File: src/verilog/irq_mask_pkg.sv
// Package for the extended interrupt enable mask register.
// Assumes a byte-wide special function register bus from the core.
package irq_mask_pkg;
	localparam logic [7:0] EXT_IRQ_EN_ONE_ADDR = 8'hE6;
	localparam logic [7:0] EXT_IRQ_EN_ONE_RESET = 8'h00;
	localparam logic [7:0] SFR_RDATA_IDLE = 8'h00;
	localparam int CMP_B_RISE_BIT = 7;
	localparam int CMP_B_FALL_BIT = 6;
	localparam int CMP_A_RISE_BIT = 5;
	localparam int CMP_A_FALL_BIT = 4;
	localparam int COUNTER_ARRAY_BIT = 3;
	localparam int ADC_WINDOW_BIT = 2;
	localparam int SMBUS_CTRL_BIT = 1;
	localparam int SPI_CTRL_BIT = 0;

	// One request line per source, in mask bit order
	typedef struct packed {
		logic cmp_b_rise;
		logic cmp_b_fall;
		logic cmp_a_rise;
		logic cmp_a_fall;
		logic counter_array;
		logic adc_window;
		logic smbus_ctrl;
		logic spi_ctrl;
	} irq_src_s;

	// Register access from the core
	typedef struct packed {
		logic wr;
		logic rd;
		logic [7:0] addr;
		logic [7:0] wdata;
	} sfr_req_s;
endpackage
File: src/verilog/extended_interrupt_enable_mask.sv
// Extended interrupt enable mask: one byte register gating eight sources.
// Assumes the sources and the core's bus run on the same clock as this block.
// Contract
// - Bit 7 passes comparator B rising-edge request when set, blocks it when clear.
// - Bit 6 gates comparator B falling-edge request; 1 enables, 0 masks.
// - Bit 5 gates comparator A rising-edge request; 1 enables, 0 masks.
// - Bit 4 gates comparator A falling-edge request; 1 enables, 0 masks.
// - Bit 3 gates programmable counter array request; 1 enables, 0 masks.
// - Bit 2 gates ADC window-compare request; 1 enables, 0 masks.
// - Bit 1 gates SMBus controller request; 1 enables, 0 masks.
// - Bit 0 gates SPI controller request; 1 enables, 0 masks.
`timescale 1ns/1ns
`default_nettype none
module extended_interrupt_enable_mask
	import irq_mask_pkg::*;
(
	input wire logic clock,
	input wire logic rst_n,
	input wire sfr_req_s sfr_req,
	output logic [7:0] sfr_rdata,
	output logic sfr_hit,
	input wire irq_src_s irq_pending,
	output var irq_src_s irq_to_core
);

	////////////////////////////////////////////////////////////////////////////
	// Register state
	logic [7:0] extended_irq_enable_one_q;
	logic [7:0] extended_irq_enable_one_d;
	logic [7:0] sfr_rdata_q;
	logic [7:0] sfr_rdata_d;
	logic [7:0] irq_mask;

	// Bus decode
	logic addr_hit;
	logic mask_wr;
	logic mask_rd;

	////////////////////////////////////////////////////////////////////////////
	// No page input: the address decodes the same whatever page is selected
	assign addr_hit = (sfr_req.addr == EXT_IRQ_EN_ONE_ADDR);
	assign mask_wr = sfr_req.wr & addr_hit;
	assign mask_rd = sfr_req.rd & addr_hit;
	assign sfr_hit = mask_wr | mask_rd;

	////////////////////////////////////////////////////////////////////////////
	// Mask register
	always_comb
	begin
		extended_irq_enable_one_d = extended_irq_enable_one_q;
		if (mask_wr)
			extended_irq_enable_one_d = sfr_req.wdata;
	end

	always_ff @(posedge clock or negedge rst_n)
	begin
		if (!rst_n)
			extended_irq_enable_one_q <= EXT_IRQ_EN_ONE_RESET;
		else
			extended_irq_enable_one_q <= extended_irq_enable_one_d;
	end

	assign irq_mask = extended_irq_enable_one_q;

	////////////////////////////////////////////////////////////////////////////
	// Read path
	// Read and write in one cycle: the read returns the mask before the write
	always_comb
	begin
		sfr_rdata_d = SFR_RDATA_IDLE;
		if (mask_rd)
			sfr_rdata_d = extended_irq_enable_one_q;
	end

	// Unmapped reads return zero so the core's read mux can OR all answers
	always_ff @(posedge clock or negedge rst_n)
	begin
		if (!rst_n)
			sfr_rdata_q <= SFR_RDATA_IDLE;
		else
			sfr_rdata_q <= sfr_rdata_d;
	end

	assign sfr_rdata = sfr_rdata_q;

	////////////////////////////////////////////////////////////////////////////
	// Request gating
	// Pure gates, so a mask write never disturbs the source's own flag
	always_comb
	begin
		irq_to_core.cmp_b_rise = irq_pending.cmp_b_rise
			& irq_mask[CMP_B_RISE_BIT];
		irq_to_core.cmp_b_fall = irq_pending.cmp_b_fall
			& irq_mask[CMP_B_FALL_BIT];
		irq_to_core.cmp_a_rise = irq_pending.cmp_a_rise
			& irq_mask[CMP_A_RISE_BIT];
		irq_to_core.cmp_a_fall = irq_pending.cmp_a_fall
			& irq_mask[CMP_A_FALL_BIT];
		irq_to_core.counter_array = irq_pending.counter_array
			& irq_mask[COUNTER_ARRAY_BIT];
		irq_to_core.adc_window = irq_pending.adc_window
			& irq_mask[ADC_WINDOW_BIT];
		irq_to_core.smbus_ctrl = irq_pending.smbus_ctrl
			& irq_mask[SMBUS_CTRL_BIT];
		irq_to_core.spi_ctrl = irq_pending.spi_ctrl
			& irq_mask[SPI_CTRL_BIT];
	end
endmodule
`default_nettype wire

File: config.mk
export PLATFORM = sky130hd
export DESIGN_NAME = extended_interrupt_enable_mask
export DESIGN_NICKNAME = d
export VERILOG_FILES = /design/src/verilog/irq_mask_pkg.sv /design/src/verilog/extended_interrupt_enable_mask.sv
export SDC_FILE = /design/constraint.sdc
export NUM_CORES = 1
export LEC_CHECK = 0
export ABC_AREA = 1
export BUFFER_PORTS_ARGS = -buffer_cell sky130_fd_sc_hd__clkbuf_2
export CELL_PAD_IN_SITES_DETAIL_PLACEMENT = 0
export CELL_PAD_IN_SITES_GLOBAL_PLACEMENT = 2
export CORE_MARGIN = 2
export CORE_UTILIZATION = 24
export DETAILED_ROUTE_END_ITERATION = 10
export PLACE_DENSITY = 0.78
export SLEW_MARGIN = 10
export SYNTH_ARGS = -nofsm -noshare
export SYNTH_HDL_FRONTEND = slang
export SYNTH_SLANG_ARGS = --single-unit
File: constraint.sdc
create_clock -name clock -period 1.8 [get_ports clock]
set_input_delay 0.09 -clock clock [delete_from_list [all_inputs] [get_ports clock]]
set_output_delay 0.09 -clock clock [all_outputs]
set_load 0.01 [all_outputs]
==> metrics <==
post-synth top area share=52.0%; Buf+Inv Stages, Crit Path=3; CTS buffer count=3; CP Class=in2out; area occupied by multi-input gates=294 sq um; xor/xnor share of the synthesized area=0%; main combinational cell family by area after synthesis=simple AND/OR/NAND/NOR gates; initial antenna violation count=0; mux share of post-synthesis cell area=0%; final worst slack=0.792 ns; Worst R2R Start=extended_irq_enable_one_q[0]; I/O pin cnt=45; layout cells sized above 1=47.7%; final core utilization=35.2%; Synth Net Count=113; post-CTS setup buffer count=0; crit path from=sfr_req[8]; maximum clock path buffer count=2; CP max stage delay=0.20 ns; DP Wirelength=1300 um; Leak Pwr=0.663 nW; Critical Path, Cell by Cell=clkbuf_2 -> inv_1 -> nand2_2 -> nor2_8 -> nand3_4 -> nand2_1 -> clkbuf_2; FFs w/ async S/R, synth=100%; Seq/Total Area, Yosys=52.0%; wire length of the first global-routing pass=2390 um; via/cell ratio=3.82; Ant. Diodes=0; H-tree depth=1; pwr dens=592 nW/um^2; top cells by count, synth=nand2_1 (25), inv_1 (19), dfrtp_1 (16); critical path's most frequent cell=clkbuf_2; largest net degree at the start of global routing=17; vias=673; Yosys top cell by area=dfrtp_1; Area contributors post-synth=dfrtp_1 (52%), nand2_1 (12%), inv_1 (9.3%); Clock transition at path regs=0.09 ns; Worst Path Arrival=0.92 ns; Final ANT Viol Nets=0; flops & latches, synth=16; die width=60.6 um; compound-cell area share of the yosys netlist=0%; number of max-cap violations=0; Crit-path slowest cell=nor2_8; vias in the first global route=580; crit path launch type=primary input; worst-path fanout max=10; Layout area overhead=39.5%; number of flops mapped to enable cells by yosys=0; hold crit path type=in2reg; Register Area=400 sq um; cts hold-fix bufs=1; most common cell in the netlist=nand2_1; relative max-transition margin=74.1%; IO Port Bufs=44; dpl ws=0.780 ns; Final setup viols=0; Top delay family on crit path=simple AND/OR/NAND/NOR gates; Synth Area in Simple Gates=38.2%; Synth Flop Type=dfrtp_1; Final TNS setup=0 ns; WL final=1590 um; adder and majority cell fraction of the synthesized area=0%; Max Clk Rate=992 MHz; cell count after synthesis=85; Remaining Overflow, GRT=0; Root Buffer=clkbuf_4; post_cts resized=0; max-slew violations=0; synthesized area=769 sq um; DR WL/cell=9.01 um; Pre-antenna DRT Iters=4; worst hold path startpoint=sfr_req[6]; CTS Sinks=16; Synth cell types=9; kind of end point of the critical path=primary output; DR iter-0 viols=10; core area=3050 sq um; Starting Density=25.2%; status=finished clean; worst-margin pin slew=0.388 ns; Clock Skews=0.000461 ns; synth warn=0; Hold Vio Cnt, Final=0; Max VDD drop=150 uV; fillers=352; Routability Congestion=0.693; all-layer global routing usage=9.18%; DIE AREA=3680 sq um; Site Rows=20; final net count=162; Critical Path RT=1.71 ns; CTS tree=done; clk_lat worst skew=0.27 ns; Die Span Y=60.6 um; drc violations=0; final period utilization=56.0%; unrepaired setup endpoints after global routing=no; Final Critical Period=1.01 ns; Synth Area per Inst=9.05 sq um
## path summary, 6_finish.rpt
path                       slack (ns)                           end  cells after the start
max                              0.79                       sfr_hit                      7
min                              0.04  extended_irq_enable_one_q[6]                      3
max reg2reg                      1.16  extended_irq_enable_one_q[0]                      2
min reg2reg                      0.51  extended_irq_enable_one_q[2]                      2
max in group asynchronous        1.27  extended_irq_enable_one_q[7]                      2
min in group asynchronous        0.26                  sfr_rdata[7]                      2
## metrics by stage
stage          instances  hold WS [ns]  area (sq um)  power (mW)
2_1_floorplan         85        -0.206           769       0.416
3_3_place_gp         172        0.0309          1040       0.462
3_5_place_dp         172        0.0349          1040       0.463
4_1_cts              176        0.0405          1070       0.644
5_1_grt              176        0.0423          1070       0.674
6_report             176        0.0427          1070       0.635
## metal layers
| metal | up-vias | wire, um | global-route usage (%) | share of wire [%] |
|---|---|---|---|---|
| li1 | 354 | - | - | - |
| met1 | 284 | 701 | 11.3 | 44 |
| met5 | - | 0 | 0 | 0 |
| met4 | 0 | 33 | 7.45 | 2.1 |
| met3 | 2 | 169 | 1.71 | 11 |
| met2 | 33 | 682 | 14.0 | 43 |
## sequential cells by signal, summed over array words and instances, names as in the netlist
register,count
extended_irq_enable_one_q,8
sfr_rdata,8
## logic make-up (layout without fill, tap and decap cells)
family                 count (synthesis)  after routing
AND/OR/NAND/NOR                       49             49
buffers and inverters                 20             67
flip-flops                            16             16
## worst reg2reg max path, stage by stage, from the launching register on
cell	delay [ns]
dfrtp_1	0.41
nand2_1	0.07
nand2_1	0.06
## cell usage in the layout (no fill, tap or decap), drive strengths merged
cell and instances:
clkbuf 47, nand2 29, inv 19, dfrtp 16, nor2 10, nand4 8, nand3 2, dlygate4sd3 1
## power breakdown
part / switching (mW) / internal (mW)
clock network: 0.103 / 0.0775
logic: 0.0450 / 0.0358
registers: 0.00687 / 0.368
## cell type report
class	count	share of cell area (%)
Sequential cell	16	37.3
Clock buffer	3	2.10
Timing Repair Buffer	45	21.4
Inverter	19	6.64
Multi-Input combinational cell	49	27.4
Tap cell	44	5.13
Note: power is estimated with default switching activity, not from simulation.
